[src/bsr_pkg.sv]
package bsr_pkg;
    // instruction register and opcodes
    localparam int         IR_W        = 4;
    localparam logic [3:0] OP_SAMPLE   = 4'h2;
    localparam logic [3:0] OP_RESET    = 4'hc;
    localparam logic [3:0] OP_BYPASS   = 4'hf;
    localparam logic [3:0] IR_DEFAULT  = 4'hf;
    localparam logic [3:0] IR_CAPTURE  = 4'h1;

    // apb register map, one aligned word
    localparam int         ADDR_W      = 8;
    localparam logic [7:0] CTL_ADDR    = 8'h00;
    localparam int         CTL_DIS_BIT = 7;
    localparam int         CTL_FLG_BIT = 4;
    localparam logic [7:0] CTL_RESET   = 8'h00;

    // timing counts in pclk cycles
    localparam int         WIN_CYC     = 4;
    localparam int         RST_TMO_DEF = 64;

    // chain layout: three cells per pin, then the extra cells
    localparam int PIN_CELLS = 3;
    localparam int CELL_PUE  = 0;
    localparam int CELL_OC   = 1;
    localparam int CELL_ODID = 2;
    localparam int X_TW      = 0;
    localparam int X_RSTLO   = 2;
    localparam int X_RESET_HIGHVOLT_OBS   = 3;
    localparam int X_OSCEN   = 4;
    localparam int X_CRYSTAL_OSC_CLOCK   = 9;
    localparam int X_CMP     = 14;
    localparam int X_W       = 18;

    // oscillator lines, ext is bit 0; idle clock level per line
    typedef struct packed {
        logic timer;
        logic lowf;
        logic rc;
        logic xtal;
        logic ext;
    } bsr_osc_s;
    localparam logic [4:0] OSC_IDLE = 5'h04;

    // comparator boundary signals, off is bit 0
    typedef struct packed {
        logic bandgap_sel;
        logic mux_sel;
        logic result;
        logic off;
    } bsr_cmp_s;

    typedef enum logic [3:0] {
        TLR, RTI, SEL_DR, CAP_DR, SH_DR, EX1_DR, PA_DR, EX2_DR, UP_DR,
        SEL_IR, CAP_IR, SH_IR, EX1_IR, PA_IR, EX2_IR, UP_IR
    } bsr_tap_e;
endpackage

[src/bsr_chain.sv]
// Chosen here: the APB interface to the registers and the address map.
`timescale 1ns/1ps
// Overview of operation
// RL1: sample/preload captures pins, shifts, updates latches only, pins untouched
// RL2: opcode c selects one-bit chip-reset register; tap not reset by it
// RL3: chip held in reset while reset register holds one, unlatched
// RL4: opcode f selects bypass stage; captures zero, shifts in shift-dr
// RL5: disable bit set turns port off; clear needs programmed fuse
// RL6: disable bit changes only on two equal writes within four cycles
// RL7: software should set disable bit when no tester is attached
// RL8: reset flag set by scan reset; cleared by power-on or zero write
// RL9: each pin has pull-up cell plus two-stage control/data cell
// RL10: input is pin level, data port bit, control direction, pull-up expr
// RL11: alternate functions sit outside cells; chain sees real pin
// RL12: two-wire pins get extra cell for slew-limited driver enable
// RL13: tester must not assert control and two-wire enable together
// RL14: no scan cell for two-wire spike filter
// RL15: reset pin has observe cells for low reset and high voltage
// RL16: each external oscillator has enable cell and observed clock
// RL17: unused clock reads zero, except external rc which reads one
// RL18: tester enables at most one main clock source at a time
// RL19: cap fuse not scannable; crystal runs only if fuse programmed
// RL20: comparator exposes off, result, mux select, bandgap cells
// RL21: all scan registers shift least significant bit first
// RL22: reset register acts as pin low; time-out follows release
// RL23: double-write window counted in pclk cycles, expires if missed
module bsr_chain #(
    parameter int NPINS       = 8,
    parameter int RST_TMO_CYC = bsr_pkg::RST_TMO_DEF
) (
    input  wire logic                       pclk,
    input  wire logic                       presetn,
    input  wire logic [bsr_pkg::ADDR_W-1:0] paddr,
    input  wire logic                       psel,
    input  wire logic                       penable,
    input  wire logic                       pwrite,
    input  wire logic [31:0]                pwdata,
    output logic [31:0]                     prdata,
    output logic                            pready,
    output logic                            pslverr,
    input  wire logic                       tck,
    input  wire logic                       tms,
    input  wire logic                       tdi,
    output logic                            tdo,
    output logic                            tdo_oe_n,
    input  wire logic                       test_port_fuse,
    input  wire logic [NPINS-1:0]           pin_in_value,
    input  wire logic [NPINS-1:0]           direction_bit,
    input  wire logic [NPINS-1:0]           port_out_bit,
    input  wire logic                       global_pullup_off,
    input  wire logic [1:0]                 twowire_drive_enable,
    input  wire logic                       reset_pin_n,
    input  wire logic                       reset_highvolt,
    input  wire bsr_pkg::bsr_osc_s          osc_enable,
    input  wire bsr_pkg::bsr_osc_s          osc_clock,
    input  wire logic                       internal_cap_fuse,
    input  wire bsr_pkg::bsr_cmp_s          cmp_in,
    output logic [3*NPINS+17:0]             scan_latch,
    output logic                            chip_reset_n,
    output logic                            test_port_active
);
    import bsr_pkg::*;

    localparam int CW  = PIN_CELLS*NPINS + X_W;
    localparam int SW  = NPINS + 11;
    localparam int TMW = $clog2(RST_TMO_CYC + 1);
    localparam logic [TMW-1:0] TMO_LOAD = TMW'(RST_TMO_CYC);
    localparam logic [2:0]     WIN_LOAD = 3'(WIN_CYC);

    if (NPINS < 1 || RST_TMO_CYC < 2) begin : g_chk
        $error("bsr_chain: NPINS must be >= 1 and RST_TMO_CYC >= 2");
    end

    // ---------------- input synchronisers ----------------
    logic [SW-1:0] raw;
    logic [SW-1:0] s1_q, s2_q;
    logic          tck_prev_q;
    // all pin-side levels cross together; only s2_q is read by logic
    assign raw = {cmp_in.result, osc_clock, reset_highvolt, reset_pin_n,
                  pin_in_value, tdi, tms, tck};

    always_ff @(posedge pclk or negedge presetn) begin
        if (!presetn) begin
            s1_q       <= '0;
            s2_q       <= '0;
            tck_prev_q <= 1'b0;
        end else begin
            s1_q       <= raw;
            s2_q       <= s1_q;
            tck_prev_q <= s2_q[0];
        end
    end

    logic           tck_rise, tck_fall, tms_s, tdi_s;
    logic [NPINS-1:0] pin_s;
    bsr_osc_s       ck_s;
    assign tck_rise = s2_q[0] & ~tck_prev_q;
    assign tck_fall = ~s2_q[0] & tck_prev_q;
    assign tms_s    = s2_q[1];
    assign tdi_s    = s2_q[2];
    assign pin_s    = s2_q[3 +: NPINS];
    assign ck_s     = s2_q[NPINS+5 +: 5];

    // ---------------- capture vector ----------------
    logic [CW-1:0] cap;
    localparam int XB = PIN_CELLS*NPINS;
    // RL9: three cells per pin
    for (genvar i = 0; i < NPINS; i++) begin : g_pin
        // RL10: pull-up, control and input sources
        assign cap[PIN_CELLS*i+CELL_PUE]  = ~global_pullup_off &
                                            ~direction_bit[i] &
                                            port_out_bit[i];
        assign cap[PIN_CELLS*i+CELL_OC]   = direction_bit[i];
        // RL11: real pin level, alternate functions outside
        assign cap[PIN_CELLS*i+CELL_ODID] = pin_s[i];
    end

    bsr_osc_s osc_obs;
    // RL17: idle clock levels; rc idles high
    always_comb begin
        osc_obs = bsr_osc_s'(OSC_IDLE);
        if (osc_enable.ext)   osc_obs.ext   = ck_s.ext;
        // RL19: crystal needs the cap fuse to run
        if (osc_enable.xtal && internal_cap_fuse)
            osc_obs.xtal = ck_s.xtal;
        if (osc_enable.rc)    osc_obs.rc    = ck_s.rc;
        if (osc_enable.lowf)  osc_obs.lowf  = ck_s.lowf;
        if (osc_enable.timer) osc_obs.timer = ck_s.timer;
    end

    // RL12: two-wire enable cells
    // RL14: no cell for the spike filter; pin cells cover it
    assign cap[XB+X_TW +: 2]  = twowire_drive_enable;
    // RL15: observe-only reset pin cells
    assign cap[XB+X_RSTLO]    = s2_q[NPINS+3];
    assign cap[XB+X_RESET_HIGHVOLT_OBS]    = s2_q[NPINS+4];
    // RL16: oscillator enables and observed clocks
    assign cap[XB+X_OSCEN +: 5] = osc_enable;
    assign cap[XB+X_CRYSTAL_OSC_CLOCK +: 5] = osc_obs;
    // RL20: comparator boundary cells
    assign cap[XB+X_CMP +: 4] = {cmp_in.bandgap_sel, cmp_in.mux_sel,
                                 s2_q[NPINS+10], cmp_in.off};

    // ---------------- tap controller and data registers ----------------
    bsr_tap_e        tap_q, tap_d;
    logic [IR_W-1:0] ir_q, ir_d, irs_q, irs_d;
    logic [CW-1:0]   dr_q, dr_d, lat_q, lat_d;
    logic            bp_q, bp_d, rst_reg_q, rst_reg_d;
    logic            tdo_q, tdo_d, oen_q, oen_d;
    logic            jtd_q, port_en;

    // RL5: port on only with fuse and disable bit clear
    assign port_en = test_port_fuse & ~jtd_q;

    function automatic bsr_tap_e tap_next(bsr_tap_e s, logic m);
        case (s)
            TLR:     tap_next = m ? TLR    : RTI;
            RTI:     tap_next = m ? SEL_DR : RTI;
            SEL_DR:  tap_next = m ? SEL_IR : CAP_DR;
            CAP_DR:  tap_next = m ? EX1_DR : SH_DR;
            SH_DR:   tap_next = m ? EX1_DR : SH_DR;
            EX1_DR:  tap_next = m ? UP_DR  : PA_DR;
            PA_DR:   tap_next = m ? EX2_DR : PA_DR;
            EX2_DR:  tap_next = m ? UP_DR  : SH_DR;
            UP_DR:   tap_next = m ? SEL_DR : RTI;
            SEL_IR:  tap_next = m ? TLR    : CAP_IR;
            CAP_IR:  tap_next = m ? EX1_IR : SH_IR;
            SH_IR:   tap_next = m ? EX1_IR : SH_IR;
            EX1_IR:  tap_next = m ? UP_IR  : PA_IR;
            PA_IR:   tap_next = m ? EX2_IR : PA_IR;
            EX2_IR:  tap_next = m ? UP_IR  : SH_IR;
            UP_IR:   tap_next = m ? SEL_DR : RTI;
            default: tap_next = TLR;
        endcase
    endfunction

    // shifting on tck rise, updates and tdo on tck fall
    always_comb begin
        tap_d     = tap_q;
        ir_d      = ir_q;
        irs_d     = irs_q;
        dr_d      = dr_q;
        lat_d     = lat_q;
        bp_d      = bp_q;
        rst_reg_d = rst_reg_q;
        tdo_d     = tdo_q;
        oen_d     = oen_q;
        if (!port_en) begin
            tap_d = TLR;
            ir_d  = IR_DEFAULT;
            oen_d = 1'b1;
        end else if (tck_rise) begin
            tap_d = tap_next(tap_q, tms_s);
            case (tap_q)
                TLR:    ir_d  = IR_DEFAULT;
                CAP_IR: irs_d = IR_CAPTURE;
                // RL21: lsb first out, tdi enters at msb
                SH_IR:  irs_d = {tdi_s, irs_q[IR_W-1:1]};
                CAP_DR: begin
                    // RL1: snapshot of pins and signals
                    if (ir_q == OP_SAMPLE) dr_d = cap;
                    // RL4: bypass captures zero
                    else if (ir_q != OP_RESET) bp_d = 1'b0;
                end
                SH_DR: begin
                    // RL21: chain shifts lsb first
                    if (ir_q == OP_SAMPLE) dr_d = {tdi_s, dr_q[CW-1:1]};
                    // RL2: one-bit reset register shifted
                    else if (ir_q == OP_RESET) rst_reg_d = tdi_s;
                    else bp_d = tdi_s;
                end
                default: ;
            endcase
        end else if (tck_fall) begin
            oen_d = 1'b1;
            case (tap_q)
                SH_IR: begin
                    tdo_d = irs_q[0];
                    oen_d = 1'b0;
                end
                SH_DR: begin
                    oen_d = 1'b0;
                    if (ir_q == OP_SAMPLE)     tdo_d = dr_q[0];
                    else if (ir_q == OP_RESET) tdo_d = rst_reg_q;
                    else                       tdo_d = bp_q;
                end
                UP_IR: ir_d = irs_q;
                // RL1: latches only, never driven onto pins
                UP_DR: if (ir_q == OP_SAMPLE) lat_d = dr_q;
                default: ;
            endcase
        end
    end

    always_ff @(posedge pclk or negedge presetn) begin
        if (!presetn) begin
            tap_q     <= TLR;
            ir_q      <= IR_DEFAULT;
            irs_q     <= '0;
            dr_q      <= '0;
            lat_q     <= '0;
            bp_q      <= 1'b0;
            rst_reg_q <= 1'b0;
            tdo_q     <= 1'b0;
            oen_q     <= 1'b1;
        end else begin
            tap_q     <= tap_d;
            ir_q      <= ir_d;
            irs_q     <= irs_d;
            dr_q      <= dr_d;
            lat_q     <= lat_d;
            bp_q      <= bp_d;
            rst_reg_q <= rst_reg_d;
            tdo_q     <= tdo_d;
            oen_q     <= oen_d;
        end
    end

    assign tdo              = tdo_q;
    assign tdo_oe_n         = oen_q;
    assign scan_latch       = lat_q;
    assign test_port_active = port_en;

    // ---------------- chip reset and time-out ----------------
    logic [TMW-1:0] tmo_q, tmo_d;
    // RL22: time-out reloads while held, counts after release
    always_comb begin
        tmo_d = tmo_q;
        if (rst_reg_q)         tmo_d = TMO_LOAD;
        else if (tmo_q != '0)  tmo_d = tmo_q - 1'b1;
    end

    always_ff @(posedge pclk or negedge presetn) begin
        if (!presetn) tmo_q <= '0;
        else          tmo_q <= tmo_d;
    end

    // RL3: register acts directly, no update latch
    assign chip_reset_n = ~(rst_reg_q | (tmo_q != '0));

    // ---------------- apb control/status register ----------------
    logic       acc, hit, wr;
    logic       jtd_d, pend_q, pend_d, test_reset_flag_q, test_reset_flag_d;
    logic [2:0] win_q, win_d;
    logic [7:0] rd_q, rd_d;
    assign acc     = psel & penable;
    assign hit     = paddr == CTL_ADDR;
    assign wr      = acc & pwrite & hit;
    assign pready  = 1'b1;            // zero wait states
    assign pslverr = acc & ~hit;

    always_comb begin
        jtd_d  = jtd_q;
        pend_d = pend_q;
        test_reset_flag_d = test_reset_flag_q;
        rd_d   = rd_q;
        // RL23: window counts down in pclk cycles
        win_d  = (win_q != 3'h0) ? win_q - 3'h1 : 3'h0;
        if (wr) begin
            // RL6: second equal write inside window commits
            if (win_q != 3'h0 && pwdata[CTL_DIS_BIT] == pend_q) begin
                jtd_d = pend_q;
                win_d = 3'h0;
            end else begin
                pend_d = pwdata[CTL_DIS_BIT];
                win_d  = WIN_LOAD;
            end
            if (!pwdata[CTL_FLG_BIT]) test_reset_flag_d = 1'b0;
        end
        // RL8: set wins over a clearing write
        if (rst_reg_q) test_reset_flag_d = 1'b1;
        if (psel && !penable && !pwrite && hit) begin
            rd_d = CTL_RESET;
            rd_d[CTL_DIS_BIT] = jtd_q;
            rd_d[CTL_FLG_BIT] = test_reset_flag_q;
        end
    end

    always_ff @(posedge pclk or negedge presetn) begin
        if (!presetn) begin
            jtd_q  <= CTL_RESET[CTL_DIS_BIT];
            pend_q <= 1'b0;
            test_reset_flag_q <= CTL_RESET[CTL_FLG_BIT];
            win_q  <= 3'h0;
            rd_q   <= CTL_RESET;
        end else begin
            jtd_q  <= jtd_d;
            pend_q <= pend_d;
            test_reset_flag_q <= test_reset_flag_d;
            win_q  <= win_d;
            rd_q   <= rd_d;
        end
    end

    // unmapped reads return zero
    assign prdata = hit ? {24'h000000, rd_q} : 32'h00000000;

    // ---------------- assertions ----------------
    property p_rst_hold;
        @(posedge pclk) disable iff (!presetn)
        rst_reg_q |-> !chip_reset_n;
    endproperty
    a_rst_hold: assert property (p_rst_hold) // RL3
        else $error("chip reset released while reset register set");

    property p_rst_shift;
        @(posedge pclk) disable iff (!presetn)
        (tck_rise && port_en && tap_q == SH_DR && ir_q == OP_RESET)
        |=> rst_reg_q == $past(tdi_s);
    endproperty
    a_rst_shift: assert property (p_rst_shift) // RL2
        else $error("reset register did not take tdi");

    property p_bp_cap;
        @(posedge pclk) disable iff (!presetn)
        (tck_rise && port_en && tap_q == CAP_DR && ir_q == OP_BYPASS)
        |=> !bp_q;
    endproperty
    a_bp_cap: assert property (p_bp_cap) // RL4
        else $error("bypass did not capture zero");

    property p_dis_tlr;
        @(posedge pclk) disable iff (!presetn)
        !port_en |=> tap_q == TLR && tdo_oe_n;
    endproperty
    a_dis_tlr: assert property (p_dis_tlr) // RL5
        else $error("disabled port still active");

    property p_single_wr;
        @(posedge pclk) disable iff (!presetn)
        (wr && win_q == 3'h0) |=> jtd_q == $past(jtd_q);
    endproperty
    a_single_wr: assert property (p_single_wr) // RL6
        else $error("single write changed disable bit");

    property p_flag_set;
        @(posedge pclk) disable iff (!presetn)
        rst_reg_q |=> test_reset_flag_q;
    endproperty
    a_flag_set: assert property (p_flag_set) // RL8
        else $error("reset flag not set by scan reset");

    property p_tmo;
        @(posedge pclk) disable iff (!presetn)
        $fell(rst_reg_q) |-> !chip_reset_n [*2];
    endproperty
    a_tmo: assert property (p_tmo) // RL22
        else $error("reset time-out skipped after release");

    property p_update;
        @(posedge pclk) disable iff (!presetn)
        (tck_fall && port_en && tap_q == UP_DR && ir_q == OP_SAMPLE)
        |=> scan_latch == $past(dr_q);
    endproperty
    a_update: assert property (p_update) // RL1
        else $error("update did not load latches");

    property p_lsb;
        @(posedge pclk) disable iff (!presetn)
        (tck_rise && port_en && tap_q == SH_DR && ir_q == OP_SAMPLE)
        |=> dr_q[CW-1] == $past(tdi_s) && dr_q[CW-2:0] == $past(dr_q[CW-1:1]);
    endproperty
    a_lsb: assert property (p_lsb) // RL21
        else $error("chain did not shift lsb first");

    c_reset: cover property (@(posedge pclk) disable iff (!presetn)
        $rose(rst_reg_q));
    c_jtd: cover property (@(posedge pclk) disable iff (!presetn)
        $changed(jtd_q));
    c_update: cover property (@(posedge pclk) disable iff (!presetn)
        tck_fall && tap_q == UP_DR && ir_q == OP_SAMPLE);
    c_bypass: cover property (@(posedge pclk) disable iff (!presetn)
        tck_rise && tap_q == SH_DR && ir_q == OP_BYPASS);
endmodule

[config.mk]
export PLATFORM = sky130hd
export DESIGN_NAME = bsr_chain
export DESIGN_NICKNAME = d
export VERILOG_FILES = /design/src/bsr_pkg.sv /design/src/bsr_chain.sv
export SDC_FILE = /design/constraint.sdc
export NUM_CORES = 1
export LEC_CHECK = 0
export BUFFER_PORTS_ARGS = -buffer_cell sky130_fd_sc_hd__buf_2
export CORE_MARGIN = 3
export CORE_UTILIZATION = 40
export DETAILED_ROUTE_END_ITERATION = 10
export PLACE_DENSITY = 0.73
export SLEW_MARGIN = 20
export SYNTH_ARGS = -nofsm -noshare
export SYNTH_HDL_FRONTEND = slang
export SYNTH_SLANG_ARGS = --single-unit
[constraint.sdc]
create_clock -name pclk -period 2.9 [get_ports pclk]
set_clock_uncertainty 0.05 [all_clocks]
set_input_delay 0.29 -clock pclk [delete_from_list [all_inputs] [get_ports pclk]]
set_output_delay 0.29 -clock pclk [all_outputs]
set_load 0.02 [all_outputs]
==> out/results.tsv <==
stage	metric	value	unit
timing	fmax	366	MHz
clock_network	Max clock buf depth	2	
power_and_ir_drop	Peak VDD IR	413	uV
timing	setup tns final	0	ns
worst_setup_path	largest fanout on the critical path	6	
power_and_ir_drop	Pwr Density	590	nW/um^2
route	Vias/cell	4.90	
finish	share of cells above drive strength 1	0.297	
status	status	finished, final reports clean	
global_routing	initial antenna violation count	0	
global_routing	vias in the first global route	4353	
floorplan	core area	15900	um^2
clock_network	Num CTS Buffers	17	
floorplan	Std-Cell Rows	46	
global_routing	largest net degree at the start of global routing	85	
timing	Rel. slew slack	0.604	
clock_network	worst skew pair latency	0.41	ns
finish	Area growth, synth to finish	21.9	%
placed_design	worst slack, placed	0.591	ns
synth	EDFF count, synth	0	
placed_design	Post-DP Area	7220	um^2
worst_setup_path	Critical Path Source Type	flop	
timing	final worst setup slack	0.169	ns
floorplan	initial cell density of the core	0.409	
timing	Hold Fails Final Rpt	0	
synth	synth warn	0	
floorplan	Die ar.	17900	um^2
finish	ANT cells	0	
route	DRC errors left	0	
finish	commonest non-fill, non-tap cells in the layout	dfrtp_1 (149), buf_2 (110), nand2_1 (77)	
placed_design	# port buffers	111	
floorplan	IO Count	173	
route	drt total wl	13600	um
synth	synthesized instance count	585	
synth	top_reg_cell synth	dfrtp_1	
timing	RSZ-0062 raised after global routing	false	
floorplan	Die Span Y	134	um
power_and_ir_drop	PnR Total Power	4.69	mW
timing	worst-margin pin slew	0.594	ns
route	Routed Antenna Nets	0	
worst_setup_path	CP arrival	2.39	ns
global_routing	first-pass GRT wire length	21900	um
finish	Design Area, Final	7950	um^2
clock_network	Clock transition at path regs	0.06	ns
route	1st-iter DRT viols	214	
timing	Finish-stage setup viols	0	
min_path	worst min-delay path class	primary input to flop	
clock_network	CTS Root Cell	clkbuf_16	
synth	Seq cells post-synth	154	
timing	min Tclk post-route	2.73	ns
synth	count of cell types in the netlist	56	
synth	Mapped Area	6530	um^2
timing	Pins Over Slew Limit	0	
synth	Post-synth ARST share	1.00	
worst_setup_path	crit path kind	flop to primary output	
worst_setup_path	endpoint class of the critical path	primary output	
finish	nets	806	
clock_network	post-cts sizing count	0	
timing	final period utilization	0.942	
synth	sequential area share after synthesis	0.591	
finish	commonest non-fill, non-tap cell in the layout	dfrtp_1	
route	via count	4600	
placed_design	placed insts	887	
worst_setup_path	CP required	2.56	ns
power_and_ir_drop	Leak	3.91	nW
placed_design	GP Congestion	0.795	
route	Detailed Routing Iterations Pass 1	4	
clock_network	Sink Count	154	
placed_design	Detailed Place HPWL	8910	um
route	drt wl/cell	14.5	um
clock_network	CTS tree	yes	
finish	Non-Filler Instances	939	
global_routing	GRT Resource Usage Total	0.155	
global_routing	total gr overflow	0	
floorplan	Die Wd	134	um
job	max-cap violation count	0	
clock_network	H-tree Lvls	4	
synth	post-synthesis average cell area	11.2	um^2
==> worst max-delay path: stages, from the launching register on <==
cell and delay, ns:
dfrtp_1 0.41, inv_1 0.07, ha_1 0.16, or3b_2 0.50, or4_1 0.54, nor2_1 0.12
buf_2 0.17
==> per-layer routing <==
layer  vias up  GRT usage  wire, um
li1       2210          -         -
met1      2248      0.212      6350
met2       124      0.238      6390
met3        18     0.0370       614
met4         0     0.0646       238
met5         -          0         0
==> Yosys cell counts (2+ instances only) <==
cell type | n | share of area
nand3_1 | 9 | 0.0069
dfstp_2 | 5 | 0.020
xor2_1 | 3 | 0.0040
and3_1 | 3 | 0.0029
nand3b_1 | 3 | 0.0035
nor3b_1 | 2 | 0.0023
mux2_2 | 51 | 0.088
conb_1 | 2 | 0.0012
buf_4 | 33 | 0.038
clkbuf_1 | 13 | 0.0075
inv_1 | 10 | 0.0058
nand2_1 | 77 | 0.044
nor4b_1 | 9 | 0.012
buf_2 | 18 | 0.014
nand2b_1 | 5 | 0.0048
nor2b_1 | 5 | 0.0048
o211ai_1 | 4 | 0.0046
a31oi_1 | 34 | 0.033
a211oi_1 | 4 | 0.0046
o31ai_1 | 2 | 0.0023
or3_1 | 4 | 0.0038
and2_1 | 2 | 0.0019
ha_1 | 3 | 0.0058
nor2_1 | 58 | 0.033
nor4_1 | 4 | 0.0038
nor3_1 | 2 | 0.0015
nand4_1 | 3 | 0.0029
dfrtp_1 | 149 | 0.57
a21oi_1 | 27 | 0.021
o21ai_0 | 15 | 0.012
==> cell families after synthesis <==
logic type,synth area share
other,0.00115
adders and majority gates,0.00575
DFF,0.591
and+or+nand+nor,0.144
buffers and inverters,0.0673
xor gates and xnor gates,0.00537
muxes,0.0895
AOI/OAI and AO/OA,0.0953
==> sequential cells by signal (all words and copies together) (netlist names), 2 cells and up <==
signal      cells
dr_q           42
scan_latch     42
s1_q           19
s2_q           19
tmo_q           7
ir_q            4
irs_q           4
tap_q           4
win_q           3
rd_q            2
==> power by group <==
group	leakage [nW]	switching, mW	internal (mW)
registers	2.02	0.0725	2.24
clock network	0.251	0.873	1.12
logic	1.64	0.221	0.162
total	3.91	1.17	3.53
==> stage by stage <==
step | utilization | hold slack [ns]
finish | 0.499 | 0.0700
global route | 0.499 | 0.0562
CTS | 0.499 | 0.0459
detailed placement | 0.453 | 0.278
global placement | 0.453 | 0.270
floorplan | - | -0.0556
==> path summary, 6_finish.rpt <==
check,from,endpoint,slack (ns),depth (start not counted)
setup / recovery,tmo_q[0]$_DFFE_PN0N_,chip_reset_n,0.17,6
hold / removal,pwdata[4],test_reset_flag_q$_DFFE_PN0P_,0.07,3
hold reg to reg,s1_q[14]$_DFF_PN0_,s2_q[14]$_DFF_PN0_,0.30,0
min in group asynchronous,presetn,s1_q[16]$_DFF_PN0_,0.38,2
max in group asynchronous,presetn,scan_latch[6]$_DFFE_PN0P_,1.61,3
setup reg to reg,tap_q[3]$_DFFE_PN0N_,dr_q[24]$_DFFE_PN0P_,0.67,4
==> layout make-up <==
type / instances / area, um^2
timing repair buffer: 142 / 895
clock buffer: 20 / 447
sequential: 154 / 3860
multi-input combinational: 384 / 2350
inverter: 11 / 41.3
clock inverter: 12 / 90.1
tap: 216 / 270
fill: 1440 / 7990
==> repair_timing <==
action / in CTS / in global routing
endpoints found under the hold margin: 73 / 0
hold buffers: 20 / 0
buffers inserted: 0 / 0
Power figures use the tool's default switching activity.
